$ cat src/design/mrst_pkg.sv
// package: operation codes, flag positions, reset values and cycle counts
package mrst_pkg;
  typedef enum logic [4:0] {
    OP_NONE, OP_RL_ACC, OP_RLC, OP_RLC_ACC, OP_RR, OP_RR_ACC, OP_RRC, OP_RRC_ACC,
    OP_SBC, OP_SBC_MEM, OP_SUB, OP_SUB_IMM, OP_SUB_MEM,
    OP_DEC_SKIP, OP_DEC_SKIP_ACC, OP_INC_SKIP, OP_INC_SKIP_ACC,
    OP_SET_BYTE, OP_SET_BIT, OP_SKIP_BIT_SET, OP_SKIP_BIT_CLR, OP_SKIP_ZERO, OP_COPY_SKIP,
    OP_SWAP, OP_SWAP_ACC, OP_TAB_CUR, OP_TAB_LAST, OP_XOR, OP_XOR_IMM, OP_XOR_MEM
  } mrst_op_t;
  localparam int FLAG_C = 0;
  localparam int FLAG_AC = 1;
  localparam int FLAG_Z = 2;
  localparam int FLAG_OV = 3;
  localparam logic [7:0] ACC_RESET = 8'h00;
  localparam logic [3:0] FLAGS_RESET = 4'h0;
  localparam logic [7:0] TBH_RESET = 8'h00;
  localparam logic [7:0] SET_BYTE_VALUE = 8'hFF;
  localparam logic [7:0] ZERO_BYTE = 8'h00;
  localparam logic [7:0] ONE_BYTE = 8'h01;
  localparam int SKIP_CYCLES = 2;
endpackage : mrst_pkg

$ cat src/design/mrst_if.sv
// interface: result bundle from the combinational unit to the sequencer
`timescale 1ns/100ps
interface mrst_if;
  logic [7:0] result;
  logic [3:0] flags;
  logic wr_mem;
  logic wr_acc;
  logic skip;
  logic table_op;
  modport unit (output result, flags, wr_mem, wr_acc, skip, table_op);
  modport seq (input result, flags, wr_mem, wr_acc, skip, table_op);
endinterface : mrst_if

$ cat src/design/mrst_alu.sv
// combinational operation unit: result, flags, write targets, skip decision
`timescale 1ns/100ps
module mrst_alu import mrst_pkg::*; (
  // operation and operands
  input wire mrst_op_t op,
  input wire logic [7:0] acc,
  input wire logic [7:0] mem,
  input wire logic [7:0] imm,
  input wire logic [2:0] bit_sel,
  input wire logic [3:0] flags_in,
  input wire logic [15:0] prog_word,
  // results
  mrst_if.unit res
);
  logic [8:0] diff;
  logic [4:0] ldiff;
  logic [7:0] sub_b;
  logic bin;
  logic [7:0] r;
  logic [3:0] f;
  always_comb begin
    r = ZERO_BYTE;
    f = flags_in;
    res.wr_mem = 1'b0;
    res.wr_acc = 1'b0;
    res.skip = 1'b0;
    res.table_op = 1'b0;
    sub_b = (op == OP_SUB_IMM) ? imm : mem;
    bin = (op == OP_SBC || op == OP_SBC_MEM) ? ~flags_in[FLAG_C] : 1'b0;
    diff = {1'b0, acc} - {1'b0, sub_b} - {8'h00, bin};
    ldiff = {1'b0, acc[3:0]} - {1'b0, sub_b[3:0]} - {4'h0, bin};
    case (op)
      OP_RL_ACC: begin
        r = {mem[6:0], mem[7]};
        res.wr_acc = 1'b1;
      end
      OP_RLC, OP_RLC_ACC: begin
        r = {mem[6:0], flags_in[FLAG_C]};
        f[FLAG_C] = mem[7];
        res.wr_mem = (op == OP_RLC);
        res.wr_acc = (op == OP_RLC_ACC);
      end
      OP_RR, OP_RR_ACC: begin
        r = {mem[0], mem[7:1]};
        res.wr_mem = (op == OP_RR);
        res.wr_acc = (op == OP_RR_ACC);
      end
      OP_RRC, OP_RRC_ACC: begin
        r = {flags_in[FLAG_C], mem[7:1]};
        f[FLAG_C] = mem[0];
        res.wr_mem = (op == OP_RRC);
        res.wr_acc = (op == OP_RRC_ACC);
      end
      OP_SBC, OP_SBC_MEM, OP_SUB, OP_SUB_IMM, OP_SUB_MEM: begin
        r = diff[7:0];
        f[FLAG_C] = ~diff[8];
        f[FLAG_AC] = ~ldiff[4];
        f[FLAG_OV] = (acc[7] != sub_b[7]) && (diff[7] != acc[7]);
        f[FLAG_Z] = (diff[7:0] == ZERO_BYTE);
        res.wr_mem = (op == OP_SBC_MEM || op == OP_SUB_MEM);
        res.wr_acc = ~res.wr_mem;
      end
      OP_DEC_SKIP, OP_DEC_SKIP_ACC: begin
        r = mem - ONE_BYTE;
        res.skip = (r == ZERO_BYTE);
        res.wr_mem = (op == OP_DEC_SKIP);
        res.wr_acc = (op == OP_DEC_SKIP_ACC);
      end
      OP_INC_SKIP, OP_INC_SKIP_ACC: begin
        r = mem + ONE_BYTE;
        res.skip = (r == ZERO_BYTE);
        res.wr_mem = (op == OP_INC_SKIP);
        res.wr_acc = (op == OP_INC_SKIP_ACC);
      end
      OP_SET_BYTE: begin
        r = SET_BYTE_VALUE;
        res.wr_mem = 1'b1;
      end
      OP_SET_BIT: begin
        r = mem | (ONE_BYTE << bit_sel);
        res.wr_mem = 1'b1;
      end
      OP_SKIP_BIT_SET: res.skip = mem[bit_sel];
      OP_SKIP_BIT_CLR: res.skip = ~mem[bit_sel];
      OP_SKIP_ZERO: res.skip = (mem == ZERO_BYTE);
      OP_COPY_SKIP: begin
        r = mem;
        res.wr_acc = 1'b1;
        res.skip = (mem == ZERO_BYTE);
      end
      OP_SWAP, OP_SWAP_ACC: begin
        r = {mem[3:0], mem[7:4]};
        res.wr_mem = (op == OP_SWAP);
        res.wr_acc = (op == OP_SWAP_ACC);
      end
      OP_TAB_CUR, OP_TAB_LAST: begin
        r = prog_word[7:0];
        res.wr_mem = 1'b1;
        res.table_op = 1'b1;
      end
      OP_XOR, OP_XOR_IMM, OP_XOR_MEM: begin
        r = acc ^ ((op == OP_XOR_IMM) ? imm : mem);
        f[FLAG_Z] = (r == ZERO_BYTE);
        res.wr_mem = (op == OP_XOR_MEM);
        res.wr_acc = ~res.wr_mem;
      end
      default: r = ZERO_BYTE;
    endcase
    res.result = r;
    res.flags = f;
  end
endmodule : mrst_alu

$ cat src/design/mrst_core.sv
// execution datapath: sequencer, working register, flags, table fetch
`timescale 1ns/100ps
// Operation
// - rotate left through carry: carry into bit 0, bit 7 into carry, to memory.
// - accumulator form of that rotate writes working register, memory untouched.
// - rotate right, bit 0 into bit 7, to memory, no flags.
// - rotate right to working register, memory kept, no flags.
// - rotate right through carry, to memory or working register.
// - subtract with borrow: acc minus mem minus inverted carry; four flags.
// - carry cleared on negative result, set on zero or positive.
// - plain subtract of memory or immediate, to acc or memory, four flags.
// - decrement, skip next when zero, to memory or acc, no flags.
// - increment, skip next when wrapped to zero, no flags.
// - every conditional skip that is taken takes two machine cycles, one when not taken.
// - set byte loads FFH, flags unchanged.
// - set bit forces one bit to one, others kept.
// - skip when selected bit is one; no write, no flags.
// - skip when selected bit is zero; no write, no flags.
// - skip when whole byte is zero; no write, no flags.
// - copy byte to acc, skip when zero, no flags.
// - swap nibbles, to memory or acc, flags untouched.
// - table read current page: low byte to memory, high to table register.
// - table read last page: same, within the last program page.
// - exclusive-or with memory or immediate; only zero flag changes.
// - rotate left to acc, bit 7 into bit 0, memory and flags kept.
module mrst_core import mrst_pkg::*; #(
  parameter int PC_W = 14,
  parameter int TP_W = 8
) (
  // clock and reset
  input wire logic mclk,
  input wire logic reset,
  // instruction issue
  input wire logic start,
  input wire mrst_op_t op,
  input wire logic [7:0] mem_rdata,
  input wire logic [7:0] imm,
  input wire logic [2:0] bit_sel,
  input wire logic [PC_W-1:0] pc,
  input wire logic [TP_W-1:0] table_pointer,
  // program memory port
  output logic prog_rd,
  output logic [PC_W-1:0] prog_addr,
  input wire logic [15:0] prog_data,
  // data memory write port
  output logic mem_we,
  output logic [7:0] mem_wdata,
  // core state
  output logic [7:0] acc,
  output logic [3:0] flags,
  output logic [7:0] table_high_byte,
  output logic skip_next,
  output logic busy,
  output logic done
);
  // page bits must exist and the address must fit the program word port
  if (PC_W <= TP_W || PC_W > 16) begin : g_bad_width
    $error("mrst_core: PC_W must exceed TP_W and be <= 16");
  end

  typedef enum logic [1:0] {ST_IDLE, ST_TABLE, ST_SKIP} mrst_state_t;

  typedef struct packed {
    mrst_state_t state;
    mrst_op_t op;
    logic [7:0] mem;
    logic [7:0] acc;
    logic [3:0] flags;
    logic [7:0] tbh;
    logic prog_rd;
    logic [PC_W-1:0] prog_addr;
    logic mem_we;
    logic [7:0] mem_wdata;
    logic skip_next;
    logic busy;
    logic done;
  } mrst_regs_t;

  mrst_regs_t st_r;
  mrst_regs_t st_nxt;
  mrst_if res_i ();
  mrst_op_t alu_op;
  logic [7:0] alu_mem;

  // on a table fetch the unit sees the latched opcode; otherwise the live one
  assign alu_op = (st_r.state == ST_TABLE) ? st_r.op : op;
  assign alu_mem = (st_r.state == ST_TABLE) ? st_r.mem : mem_rdata;

  mrst_alu u_alu (
    .op(alu_op),
    .acc(st_r.acc),
    .mem(alu_mem),
    .imm(imm),
    .bit_sel(bit_sel),
    .flags_in(st_r.flags),
    .prog_word(prog_data),
    .res(res_i.unit)
  );

  always_comb begin
    st_nxt = st_r;
    st_nxt.mem_we = 1'b0;
    st_nxt.done = 1'b0;
    st_nxt.prog_rd = 1'b0;
    case (st_r.state)
      ST_IDLE: begin
        st_nxt.skip_next = 1'b0;
        if (start) begin
          st_nxt.op = op;
          st_nxt.mem = mem_rdata;
          if (res_i.table_op) begin
            // page bits from pc, or all ones for the last page
            st_nxt.prog_rd = 1'b1;
            st_nxt.prog_addr = (op == OP_TAB_CUR) ?
              {pc[PC_W-1:TP_W], table_pointer} :
              {{(PC_W-TP_W){1'b1}}, table_pointer};
            st_nxt.busy = 1'b1;
            st_nxt.state = ST_TABLE;
          end else begin
            st_nxt.flags = res_i.flags;
            if (res_i.wr_acc) begin
              st_nxt.acc = res_i.result;
            end
            st_nxt.mem_we = res_i.wr_mem;
            st_nxt.mem_wdata = res_i.result;
            if (res_i.skip) begin
              // second cycle holds the dummy instruction
              st_nxt.busy = 1'b1;
              st_nxt.state = ST_SKIP;
            end else begin
              st_nxt.done = 1'b1;
            end
          end
        end
      end
      ST_TABLE: begin
        // program data sampled in the same cycle as the read strobe
        st_nxt.mem_we = res_i.wr_mem;
        st_nxt.mem_wdata = res_i.result;
        st_nxt.tbh = prog_data[15:8];
        st_nxt.busy = 1'b0;
        st_nxt.done = 1'b1;
        st_nxt.state = ST_IDLE;
      end
      ST_SKIP: begin
        st_nxt.skip_next = 1'b1;
        st_nxt.busy = 1'b0;
        st_nxt.done = 1'b1;
        st_nxt.state = ST_IDLE;
      end
      default: st_nxt.state = ST_IDLE;
    endcase
  end

  always_ff @(posedge mclk or posedge reset) begin
    if (reset) begin
      st_r <= '{state: ST_IDLE, op: OP_NONE, mem: ZERO_BYTE, acc: ACC_RESET,
                flags: FLAGS_RESET, tbh: TBH_RESET, prog_rd: 1'b0,
                prog_addr: '0, mem_we: 1'b0, mem_wdata: ZERO_BYTE,
                skip_next: 1'b0, busy: 1'b0, done: 1'b0};
    end else begin
      st_r <= st_nxt;
    end
  end

  assign prog_rd = st_r.prog_rd;
  assign prog_addr = st_r.prog_addr;
  assign mem_we = st_r.mem_we;
  assign mem_wdata = st_r.mem_wdata;
  assign acc = st_r.acc;
  assign flags = st_r.flags;
  assign table_high_byte = st_r.tbh;
  assign skip_next = st_r.skip_next;
  assign busy = st_r.busy;
  assign done = st_r.done;
endmodule : mrst_core

$ cat config.mk
export PLATFORM = sky130hd
export DESIGN_NAME = mrst_core
export DESIGN_NICKNAME = d
export VERILOG_FILES = /design/src/design/mrst_pkg.sv /design/src/design/mrst_if.sv /design/src/design/mrst_alu.sv /design/src/design/mrst_core.sv
export SDC_FILE = /design/constraint.sdc
export NUM_CORES = 1
export LEC_CHECK = 0
export ABC_CLOCK_PERIOD_IN_PS = 4450
export BUFFER_PORTS_ARGS = -buffer_cell sky130_fd_sc_hd__buf_2
export CORE_UTILIZATION = 51
export DETAILED_ROUTE_END_ITERATION = 16
export MAX_ROUTING_LAYER = met4
export PLACE_DENSITY = 0.78
export RECOVER_POWER = 100
export SLEW_MARGIN = 20
export SYNTH_ARGS = -nofsm -noshare
export SYNTH_HDL_FRONTEND = slang
export SYNTH_HIERARCHICAL = 1
export SYNTH_SLANG_ARGS = --single-unit
$ cat constraint.sdc
create_clock -name mclk -period 4.45 [get_ports mclk]
set_clock_uncertainty 0.15 [all_clocks]
set_input_delay 0 -clock mclk [delete_from_list [all_inputs] [get_ports mclk]]
set_output_delay 0 -clock mclk [all_outputs]
set_load 0.03 [all_outputs]
==> results of run 1 <==
-- per-layer routing --
metal  routed length (um)  global-route usage [%]  share of wire (%)  vias up
met1                 6780                    38.1                 44     2394
met3                 1010                    4.55                6.6       38
li1                     -                       -                  -     2405
met2                 6910                    45.4                 45      249
met5                    0                       -                  0        -
met4                  595                    12.5                3.9        0
-- power by group --
group | total [mW] | internal (mW) | switching [mW]
clock network | 0.495 | 0.264 | 0.231
logic | 3.21 | 1.24 | 1.97
registers | 1.02 | 0.826 | 0.198
-- worst reg2reg max path: stages, from the launching register on --
cell,delay [ps]
sky130_fd_sc_hd__dfrtp_1,410
sky130_fd_sc_hd__inv_1,130
sky130_fd_sc_hd__ha_4,190
sky130_fd_sc_hd__buf_4,160
sky130_fd_sc_hd__mux2_2,400
sky130_fd_sc_hd__nor3_4,260
sky130_fd_sc_hd__buf_4,190
sky130_fd_sc_hd__mux2_2,340
sky130_fd_sc_hd__ha_1,270
sky130_fd_sc_hd__inv_1,40
sky130_fd_sc_hd__ha_1,370
sky130_fd_sc_hd__nand3_1,120
sky130_fd_sc_hd__a21oi_2,150
sky130_fd_sc_hd__mux2i_1,230
sky130_fd_sc_hd__nand3_2,150
sky130_fd_sc_hd__a22oi_1,180
sky130_fd_sc_hd__nand2_1,120
sky130_fd_sc_hd__mux2_4,320
-- worst paths after layout --
kind,end
worst max-delay path,acc[7]
worst min-delay path,acc[0]
worst max register to register,acc[7]
worst min register to register,prog_addr[7]
max in group asynchronous,table_high_byte[0]
min in group asynchronous,mem_wdata[7]
-- logic make-up (layout without fill, tap and decap cells) --
family	count (synthesis)	after routing	synth area share, %
AOI/OAI and AO/OA	127	127	15.9
and+or+nand+nor	221	221	20.8
DFF	62	62	28.6
xor gates and xnor gates	21	21	3.39
adders and majority gates	26	26	6.27
muxes	60	60	13.2
buffers and inverters	118	218	11.9
-- timing repair --
item	4_1_cts	5_1_grt
endpoints found under the setup margin	0	6
gates resized for setup	0	8
hold endpoints to repair	100	0
hold buffers	37	0
-- area by class of cell --
class | count | share of cell area, %
Clock buffer | 10 | 2.01
Sequential cell | 62 | 24.4
Inverter | 34 | 2.01
Clock inverter | 6 | 1.10
Timing Repair Buffer | 168 | 16.3
Tap cell | 136 | 2.68
Multi-Input combinational cell | 455 | 51.5
-- through the flow --
stage	util [%]	instance area (sq um)
after floorplan	-	5440
after detailed placement	56.3	5810
after CTS	61.8	6380
final	61.6	6360
after global routing	61.6	6360
after global placement	56.3	5810
-- state kept, by name, summed over array words and instances, names as in the netlist --
name             flops
prog_addr           14
mem_wdata            8
flags                4
table_high_byte      8
done                 1
skip_next            1
acc                  8
mem_we               1
st_r                15
prog_rd              1
busy                 1
-- cells in the final DEF, fill, tap and decap left out, types with 11 or more instances in the layout --
cell type and count:
sky130_fd_sc_hd__o21ai_0 26, sky130_fd_sc_hd__buf_2 56, sky130_fd_sc_hd__nor2_1 38, sky130_fd_sc_hd__nand3_1 22, sky130_fd_sc_hd__dfrtp_1 62, sky130_fd_sc_hd__buf_4 27, sky130_fd_sc_hd__nor3_1 11, sky130_fd_sc_hd__xnor2_1 13
sky130_fd_sc_hd__inv_1 32, sky130_fd_sc_hd__nand2_1 83, sky130_fd_sc_hd__a21oi_1 28, sky130_fd_sc_hd__clkbuf_1 49, sky130_fd_sc_hd__dlygate4sd3_1 37, sky130_fd_sc_hd__ha_1 23, sky130_fd_sc_hd__mux2_2 41
==> impl_results.rst, run 1 <==
.. list-table::
   :header-rows: 1

   * - Metric
     - Value
   * - Run status
     - finished with violations
   * - Violations in the final reports
     - capacitance limit, slew limit
   * - Critical Path RT
     - roughly 4500 ps
   * - Final sum of negative setup slack
     - 0 ps
   * - Share of Yosys cell area claimed by the top area cell type
     - 28.6%
   * - Synthesized cell area
     - 0.00543 sq mm
   * - Count of max-cap constraint violations
     - 1
   * - Count of buffer and inverter cells on the critical path
     - 4
   * - Crit-path leading delay family
     - multiplexers
   * - Worst r2r path cells
     - 17
   * - First-pass GRT wire length
     - 24.6 mm
   * - Total via count after detailed routing
     - 5,086
   * - Synthesized net count
     - 726
   * - Path class of the lowest-slack min-delay path
     - in -> reg
   * - P per Cell Area
     - roughly 740 mW/mm^2
   * - Overflow after GRT
     - 0
   * - Startpoint types
     - register
   * - Width of the die
     - 105 um
   * - Antenna diode count
     - 0
   * - Worst slack on hold paths
     - 94.5 ps
   * - Post-CTS Setup Inserts
     - 0
   * - Hold Path Origin
     - prog_data[0]
   * - Placed Instances
     - 818
   * - Launch point of the critical path
     - st_r[61]
   * - Initial antenna violation count
     - 0
   * - Number of placed I/O pins
     - 112
   * - Post-CTS clock slew at the launch and capture registers of the worst setup and hold paths
     - roughly 70 ps
   * - Time the final worst path needs with I/O delays and setup
     - 4290 ps
   * - Share of the yosys chip area belonging to registers
     - 28.6%
   * - Fin worst setup slack
     - 158 ps
   * - Worst setup timing slack at the placement stage
     - 102 ps
   * - FF+latch area
     - 0.00155 sq mm
   * - Post-synth cell types
     - 79
   * - Stage delay of the slowest cell on the critical path
     - 410 ps
   * - Clk_lat worst skew
     - 340 ps
   * - Proportion of register bits with asynchronous set or reset after synthesis
     - between 90% and 100%
   * - Floorplan die area
     - around 0.011 sq mm
   * - Deepest clock path buffer count
     - 2
   * - Number of detailed-routing iterations run before antenna repair
     - 6
   * - Slew HR
     - -111%
   * - Number of remaining DRC errors
     - 0
   * - Clock tree from TritonCTS
     - yes
   * - Final Non-Filler Cells
     - approximately 870
   * - Master cell of the clock root buffer
     - sky130_fd_sc_hd__clkbuf_8
   * - Final Hold Violating Endpoints
     - 0
   * - Setup violation total in the final timing report
     - 0
   * - Number of synthesized register bits
     - 62
   * - CTS buffer count
     - 9
   * - Number of pins exceeding their max-slew limit in the final report
     - 63
   * - Post-route clock period utilization
     - 96.5%
   * - H-tree depth reported by CTS
     - 3
   * - Sink count of the clock tree
     - 62
   * - Worst hold stages
     - 5
   * - Final HPWL DP
     - approximately 11 mm
   * - Initial cell density of the core
     - 52.6%
   * - Routability cong.
     - approximately 1.0
   * - Total design power
     - 4.73 mW
   * - Vias per Instance
     - approximately 5.8
   * - Share of layout cells above drive strength 1
     - 23.1%
   * - Arrival time at the worst endpoint
     - roughly 4400 ps
   * - Count of antenna-violating nets left after detailed routing
     - 0
   * - Average wire per standard cell
     - 17.6 um
   * - Depth of the critical timing path with buffers and inverters included
     - 17
   * - Filler cell count
     - 925
   * - Source of the worst register-to-register timing path
     - st_r[61]
   * - CP max stage cell
     - sky130_fd_sc_hd__dfrtp_1
   * - Maximum fanout encountered on the critical timing path
     - 6
   * - Tightest Pin Transition
     - between 3000 and 4000 ps
   * - Vertical die dimension
     - 105 um
   * - Area used by multi-input combinational logic
     - 0.00328 sq mm
   * - Largest cells by area after synthesis
     - sky130_fd_sc_hd__dfrtp_1 29%, sky130_fd_sc_hd__mux2_2 8.5%, sky130_fd_sc_hd__buf_4 6.2%
   * - Worst Setup End Kind
     - register
   * - Number of input and output port buffers inserted
     - 103
   * - Most common cell in the netlist
     - sky130_fd_sc_hd__nand2_1
   * - Placeable core area
     - 0.0103 sq mm
   * - Worst supply voltage drop on vdd
     - 322 uV
   * - Leakage dissipation
     - approximately 2.9 nW
   * - Standard-cell rows
     - 37
   * - Top cells by count, synth
     - 83 x sky130_fd_sc_hd__nand2_1, 62 x sky130_fd_sc_hd__dfrtp_1, 45 x sky130_fd_sc_hd__buf_4, 41 x sky130_fd_sc_hd__mux2_2, 38 x sky130_fd_sc_hd__nor2_1
   * - Highest attainable clock frequency
     - 233 MHz
   * - Top cell type by total area after synthesis
     - sky130_fd_sc_hd__dfrtp_1
   * - Vias in the first global route
     - 4,820
   * - Most instantiated flip-flop cell in the synthesis netlist
     - sky130_fd_sc_hd__dfrtp_1
   * - Iter 0 DRT Violations
     - 473
   * - Global Route Usage Sum
     - 29.3%
   * - Cells after synthesis
     - roughly 640
   * - Wirelength, routed
     - between 15 and 20 mm
   * - Largest net degree at the start of global routing
     - 63
   * - Post-synth EDFFs
     - 0
   * - Worst reg2reg setup slack
     - ~160 ps
   * - Crit Path Class
     - reg -> reg
   * - Layout-stage area growth over the synthesis result
     - 17.2%
   * - Cell chain of the critical path
     - inv_1 > ha_4 > buf_4 > mux2_2 > nor3_4 > buf_4 > mux2_2 > ha_1 > inv_1 > ha_1 > nand3_1 > a21oi_2 > mux2i_1 > nand3_2 > a22oi_1 > nand2_1 > mux2_4
   * - Synthesis Warnings
     - 6
   * - Number of nets in the finished design
     - 821
   * - Average cell area after synthesis
     - about 8.5 sq um
No activity file was read; power rests on OpenSTA's default activity.
==> run 2: changes to the inputs <==
- ABC_CLOCK_PERIOD_IN_PS: 4450 -> 4750
- CORE_UTILIZATION: 51 -> 56
- PLACE_DENSITY: 0.78 -> 0.81
- clock period: 4.45 -> 4.75 ns (I/O delays scaled with it)
==> run 2 against run 1 <==
The flow still finishes with violations (capacitance limit, slew limit). Final cell count fell by 1.5%. Combinational power down 8.4%. Via count increased by 1.2%. Sequential share of layout area grew 0.27 points. Total power fell by 6.2%. Setup slack improved by 60 ps. Wire length grew 4.9%. Sequential power shrank 6%. Final area fell by 1.1%. Critical endpoint unchanged.
==> impl_results.rst, run 2 (synthesis results as in run 1) <==
.. list-table::
   :header-rows: 1

   * - Metric
     - Value
   * - CTS buffer count
     - 9
   * - Post-route clock period utilization
     - 95.4%
   * - Setup violation total in the final timing report
     - 0
   * - Global Route Usage Sum
     - 33.1%
   * - Highest attainable clock frequency
     - ~220 MHz
   * - Startpoint types
     - register
   * - Final Hold Violating Endpoints
     - 0
   * - Flip-flop count of the largest register, all copies and words added
     - 15
   * - Worst r2r path cells
     - 17
   * - Crit Path Class
     - reg -> reg
   * - Post-CTS clock slew at the launch and capture registers of the worst setup and hold paths
     - 80 ps
   * - Filler cell count
     - 792
   * - Share of layout cells above drive strength 1
     - 20.9%
   * - Overflow after GRT
     - 0
   * - Final HPWL DP
     - 11.3 mm
   * - Layout-stage area growth over the synthesis result
     - 15.9%
   * - Cell area after layout
     - between 0.006 and 0.007 sq mm
   * - Wirelength, routed
     - roughly 16 mm
   * - Source of the worst register-to-register timing path
     - st_r[61]
   * - H-tree depth reported by CTS
     - 3
   * - Slew HR
     - -117%
   * - Worst slack on hold paths
     - between 100 and 150 ps
   * - Largest net degree at the start of global routing
     - 63
   * - Deepest clock path buffer count
     - 2
   * - Initial cell density of the core
     - 58.2%
   * - Final sum of negative setup slack
     - 0 ps
   * - Critical Path RT
     - between 4000 and 5000 ps
   * - Vertical die dimension
     - 100 um
   * - Clock tree from TritonCTS
     - yes
   * - Number of input and output port buffers inserted
     - 103
   * - Hold Path Origin
     - prog_data[0]
   * - Placed Instance Area
     - 0.00574 sq mm
   * - Arrival time at the worst endpoint
     - 4610 ps
   * - Vias in the first global route
     - 4,916
   * - Leakage dissipation
     - roughly 2.8 nW
   * - CP max stage cell
     - sky130_fd_sc_hd__dfrtp_1
   * - Number of remaining DRC errors
     - 0
   * - Master cell of the clock root buffer
     - sky130_fd_sc_hd__clkbuf_8
   * - Core occupancy in the finished layout
     - about 67%
   * - Worst reg2reg setup slack
     - 220 ps
   * - Worst Setup End Kind
     - register
   * - Worst supply voltage drop on vdd
     - about 410 uV
   * - Maximum fanout encountered on the critical timing path
     - 6
   * - Path class of the lowest-slack min-delay path
     - in -> reg
   * - P per Cell Area
     - ~700 mW/mm^2
   * - Time the final worst path needs with I/O delays and setup
     - 4530 ps
   * - Highest-count cells in the layout ignoring fill and taps
     - 83 x sky130_fd_sc_hd__nand2_1, 62 x sky130_fd_sc_hd__dfrtp_1, 56 x sky130_fd_sc_hd__buf_2, 49 x sky130_fd_sc_hd__clkbuf_1, 39 x sky130_fd_sc_hd__mux2_2
   * - Run status
     - finished with violations
   * - Stage delay of the slowest cell on the critical path
     - 410 ps
   * - Total via count after detailed routing
     - 5,145
   * - Launch point of the critical path
     - st_r[61]
   * - Number of placed I/O pins
     - 112
   * - Initial antenna violation count
     - 0
   * - Most common library cell in the layout ignoring fill and taps
     - sky130_fd_sc_hd__nand2_1
   * - Sink count of the clock tree
     - 62
   * - Antenna diode count
     - 0
   * - Count of max-cap constraint violations
     - 1
   * - Register with the highest flop count
     - st_r
   * - Floorplan die area
     - 0.0101 sq mm
   * - Violations in the final reports
     - capacitance limit, slew limit
   * - Iter 0 DRT Violations
     - between 400 and 500
   * - Total design power
     - 4.43 mW
   * - Clk_lat worst skew
     - 340 ps
   * - Unrepaired setup endpoints after global routing
     - false
   * - Number of nets in the finished design
     - 815
   * - Placeable core area
     - 0.00933 sq mm
   * - Standard-cell rows
     - 35
   * - Routability cong.
     - 1.13
   * - First-pass GRT wire length
     - 24.9 mm
   * - Cell chain of the critical path
     - inv_1 > ha_4 > mux2_2 > nand2b_1 > nor3_4 > buf_4 > mux2_2 > ha_1 > inv_1 > ha_1 > nand3_1 > a21oi_1 > mux2i_1 > nand3_1 > a22oi_1 > nand2_1 > mux2_4
   * - Number of detailed-routing iterations run before antenna repair
     - 5
   * - Width of the die
     - 100 um
   * - Average wire per standard cell
     - 18.7 um
   * - Worst hold stages
     - 5
   * - Number of pins exceeding their max-slew limit in the final report
     - 63
   * - Vias per Instance
     - 6.00
   * - Tightest Pin Transition
     - 3260 ps
   * - Count of antenna-violating nets left after detailed routing
     - 0
## run 2: cell count changes in the layout (fill, tap and decap cells not counted), moves of 2 or more
| cell | before | now |
|---|---|---|
| sky130_fd_sc_hd__buf_4 | 27 | 19 |
| sky130_fd_sc_hd__mux2_1 | 0 | 8 |
| sky130_fd_sc_hd__mux2_4 | 8 | 2 |
| sky130_fd_sc_hd__inv_6 | 2 | 0 |
| sky130_fd_sc_hd__mux2_2 | 41 | 39 |
## run 2: worst paths after layout
path / endpoint
max: acc[7]
min: acc[0]
min reg2reg: prog_addr[2]
min in group asynchronous: mem_wdata[0]
max in group asynchronous: table_high_byte[1]
max reg2reg: acc[7]
## run 2: power breakdown
group | total (mW) | switching [mW] | internal, mW
registers | 0.962 | 0.189 | 0.773
clock network | 0.528 | 0.231 | 0.297
logic | 2.94 | 1.88 | 1.07
total | 4.43 | 2.30 | 2.14
## run 2: critical path, delay by kind of cell, from the launching register on
kind | cells | cell delay (ps)
and+or+nand+nor | 5 | 930
AOI/OAI and AO/OA | 2 | 440
buffers and inverters | 3 | 410
muxes | 4 | 1250
DFF | 1 | 410
adders and majority gates | 3 | 830
## run 2: timing repair
action	in CTS	in global routing
buffers inserted	0	2
pin swaps	0	1
hold endpoints to repair	100	0
hold buffers	37	0
setup endpoints to repair	1	9
resized for setup	1	7
## run 2: routing by layer
layer / share of wire (%) / global-route usage [%]
met5: 0 / -
met3: 7.6 / 6.48
met4: 2.1 / 9.25
met2: 47 / 53.3
met1: 43 / 42.6
## run 2: metrics by stage
step | instances | worst slack (ps)
floorplan | 635 | 9.53
global placement | 803 | 176
detailed placement | 803 | 64.8
CTS | 856 | 15.9
global route | 858 | 30.2
finish | 858 | 218
## run 2: final cells by class
| type | instances | area, sq um | area share, % |
|---|---|---|---|
| multi-input cells | 455 | 3240 | 51.6 |
| flip-flops and latches | 62 | 1550 | 24.7 |
| repair buffers | 162 | 982 | 15.6 |
| well taps | 129 | 161 | 2.57 |
| inverters | 34 | 128 | 2.03 |
| clock buffers | 9 | 124 | 1.97 |
| clock inverters | 7 | 98.8 | 1.57 |
==> run 3: changes to the inputs <==
- RECOVER_POWER: 100 -> 50
==> run 3 against run 2 <==
Utilization rose by 0.39 points. Hold slack better by 3.9 ps. Wire length shrank 0.37%. Global-route usage unchanged. Non-clock buffer count did not move. The flow still finishes with violations (capacitance limit, slew limit). Largest cell class unchanged. Critical path depth grew 1. Register-to-register slack better by 40 ps. Clock-buffer cell count is the same.
==> impl_results.rst, run 3 (synthesis results as in run 1) <==
.. list-table::
   :header-rows: 1

   * - Metric
     - Value
   * - Violations in the final reports
     - capacitance limit, slew limit
   * - Average wire per standard cell
     - 18.6 um
   * - Final Hold Violating Endpoints
     - 0
   * - Path class of the lowest-slack min-delay path
     - in -> reg
   * - CTS buffer count
     - 9
   * - Most common library cell in the layout ignoring fill and taps
     - sky130_fd_sc_hd__nand2_1
   * - Startpoint types
     - register
   * - Master cell of the clock root buffer
     - sky130_fd_sc_hd__clkbuf_8
   * - Time the final worst path needs with I/O delays and setup
     - ~4500 ps
   * - Met3 Track Usage GR
     - 6.48%
   * - Highest attainable clock frequency
     - around 220 MHz
   * - Fraction of power spent switching nets
     - 51.3%
   * - Count of antenna-violating nets left after detailed routing
     - 0
   * - Setup violation total in the final timing report
     - 0
   * - Count of max-cap constraint violations
     - 1
   * - Tightest Pin Transition
     - 3270 ps
   * - Wirelength, routed
     - 16.0 mm
   * - Antenna diode count
     - 0
   * - Arrival time at the worst endpoint
     - 4620 ps
   * - Most heavily used metal layer in global routing
     - met2
   * - Final Non-Filler Cells
     - 858
   * - Worst reg2reg setup slack
     - 260 ps
   * - Filler cell count
     - 776
   * - Part of the power in the clock network
     - between 10% and 20%
   * - Initial cell density of the core
     - 58.2%
   * - Worst supply voltage drop on vdd
     - 427 uV
   * - Highest-count cells in the layout ignoring fill and taps
     - 83 x sky130_fd_sc_hd__nand2_1, 62 x sky130_fd_sc_hd__dfrtp_1, 59 x sky130_fd_sc_hd__buf_2, 45 x sky130_fd_sc_hd__clkbuf_1, 41 x sky130_fd_sc_hd__mux2_2
   * - Share of layout cells above drive strength 1
     - 22.8%
   * - Count of buffer and inverter cells on the critical path
     - 3
   * - Post-route clock period utilization
     - between 90% and 100%
   * - Worst setup timing slack at the placement stage
     - 64.8 ps
   * - Number of nets in the finished design
     - 815
   * - Crit Path Class
     - reg -> reg
   * - Final sum of negative setup slack
     - 0 ps
   * - Placed Instances
     - between 800 and 900
   * - Unrepaired setup endpoints after global routing
     - false
   * - Number of input and output port buffers inserted
     - 103
   * - Initial antenna violation count
     - 0
   * - Stage delay of the slowest cell on the critical path
     - roughly 540 ps
   * - Global-route track usage on met1
     - 42.6%
   * - Net switching power of the design
     - 2.29 mW
   * - Leakage dissipation
     - about 2.8 nW
   * - Vias in the first global route
     - 4,916
   * - Standard-cell rows
     - 35
   * - Number of placed I/O pins
     - 112
   * - Routability cong.
     - ~1.1
   * - First-pass GRT wire length
     - between 20 and 25 mm
   * - Slew HR
     - -118%
   * - Floorplan die area
     - 0.0101 sq mm
   * - Deepest clock path buffer count
     - 2
   * - Fin worst setup slack
     - 258 ps
   * - CP max stage cell
     - sky130_fd_sc_hd__or4_1
   * - Post-CTS clock slew at the launch and capture registers of the worst setup and hold paths
     - 80 ps
   * - Met2 usage in global routing
     - 53.3%
   * - P per Cell Area
     - 708 mW/mm^2
   * - Run status
     - finished with violations
   * - Largest net degree at the start of global routing
     - between 60 and 70
   * - Global Route Usage Sum
     - 33.1%
   * - Final HPWL DP
     - ~11 mm
   * - Critical Path RT
     - 4880 ps
   * - Worst Setup End Kind
     - register
   * - Maximum fanout encountered on the critical timing path
     - 6
   * - Layout-stage area growth over the synthesis result
     - 16.5%
   * - Number of remaining DRC errors
     - 0
   * - Number of detailed-routing iterations run before antenna repair
     - 5
   * - Vertical die dimension
     - 100 um
   * - Vias per Instance
     - 6.00
   * - Total design power
     - 4.48 mW
   * - Register with the highest flop count
     - st_r
   * - Total via count after detailed routing
     - about 5,200
   * - Placeable core area
     - 0.00933 sq mm
   * - H-tree depth reported by CTS
     - 3
   * - Sink count of the clock tree
     - 62
   * - Part of the power in registers
     - 21.5%
   * - Worst slack on hold paths
     - approximately 110 ps
   * - Number of pins exceeding their max-slew limit in the final report
     - 63
   * - Clock tree from TritonCTS
     - yes
   * - Comb power frac
     - ~67%
   * - Crit-path leading delay family
     - simple AND/OR/NAND/NOR gates
   * - Flip-flop count of the largest register, all copies and words added
     - 15
   * - Clk_lat worst skew
     - 340 ps
   * - Width of the die
     - 100 um
   * - Iter 0 DRT Violations
     - 442
   * - P_int
     - 2.18 mW
   * - Cell chain of the critical path
     - inv_1 > ha_4 > mux2_2 > nand2b_1 > nor3_4 > buf_4 > mux2_2 > ha_1 > inv_1 > ha_1 > a21boi_1 > nor2_1 > xnor2_1 > or4_1 > o41ai_2 > a21o_1 > nand2_1 > nand2_1
   * - Overflow after GRT
     - 0
==> run 3: final timing paths <==
| check | start | end | depth (start not counted) |
|---|---|---|---|
| max in group asynchronous | reset | table_high_byte[1] | 4 |
| max | st_r[61] | flags[2] | 18 |
| max reg2reg | st_r[61] | flags[2] | 18 |
| min | prog_data[0] | acc[0] | 5 |
| min reg2reg | prog_addr[2] | prog_addr[2] | 2 |
| min in group asynchronous | reset | mem_wdata[0] | 4 |
==> run 3: cell type report <==
class | instances | area [sq um] | area share (%)
Multi-Input combinational cell | 455 | 3270 | 51.7
Sequential cell | 62 | 1550 | 24.5
Timing Repair Buffer | 162 | 992 | 15.7
Tap cell | 129 | 161 | 2.55
Inverter | 34 | 128 | 2.02
Clock buffer | 9 | 124 | 1.96
Clock inverter | 7 | 98.8 | 1.56
==> run 3: what timing repair did <==
action                     CTS  global route
hold endpoints to repair   100             0
setup endpoints to repair    1             9
pin swaps                    0             1
resized for setup            1             7
buffers inserted             0             2
hold buffers                37             0
==> run 3: tightest hold or removal path: cells and delay by family <==
| kind | cells | cell delay, ps |
|---|---|---|
| buffers and inverters | 1 | 80 |
| AND/OR/NAND/NOR | 1 | 150 |
| AO/OA/AOI/OAI | 2 | 200 |
| multiplexers | 1 | 130 |
==> run 3: routing by layer <==
metal | up-vias | wire (um)
met4 | 0 | 297
li1 | 2391 | -
met3 | 27 | 1370
met2 | 284 | 7520
met1 | 2448 | 6790
met5 | - | 0
==> run 3: stage by stage <==
| step | instance area [sq um] | utilization, % |
|---|---|---|
| after floorplan | 5430 | - |
| after global placement | 5740 | 61.5 |
| after detailed placement | 5740 | 61.5 |
| after CTS | 6340 | 67.9 |
| after global routing | 6320 | 67.8 |
| final | 6320 | 67.8 |
==> run 3: power groups by stage <==
stage / clock (mW) / combinational [mW] / sequential [mW]
final: 0.527 / 2.99 / 0.963
after global routing: 0.558 / 3.21 / 0.985
after CTS: 0.538 / 2.95 / 0.946
after detailed placement: 0 / 2.91 / 0.954
after global placement: 0 / 2.84 / 0.935
after floorplan: 0 / 2.42 / 0.926
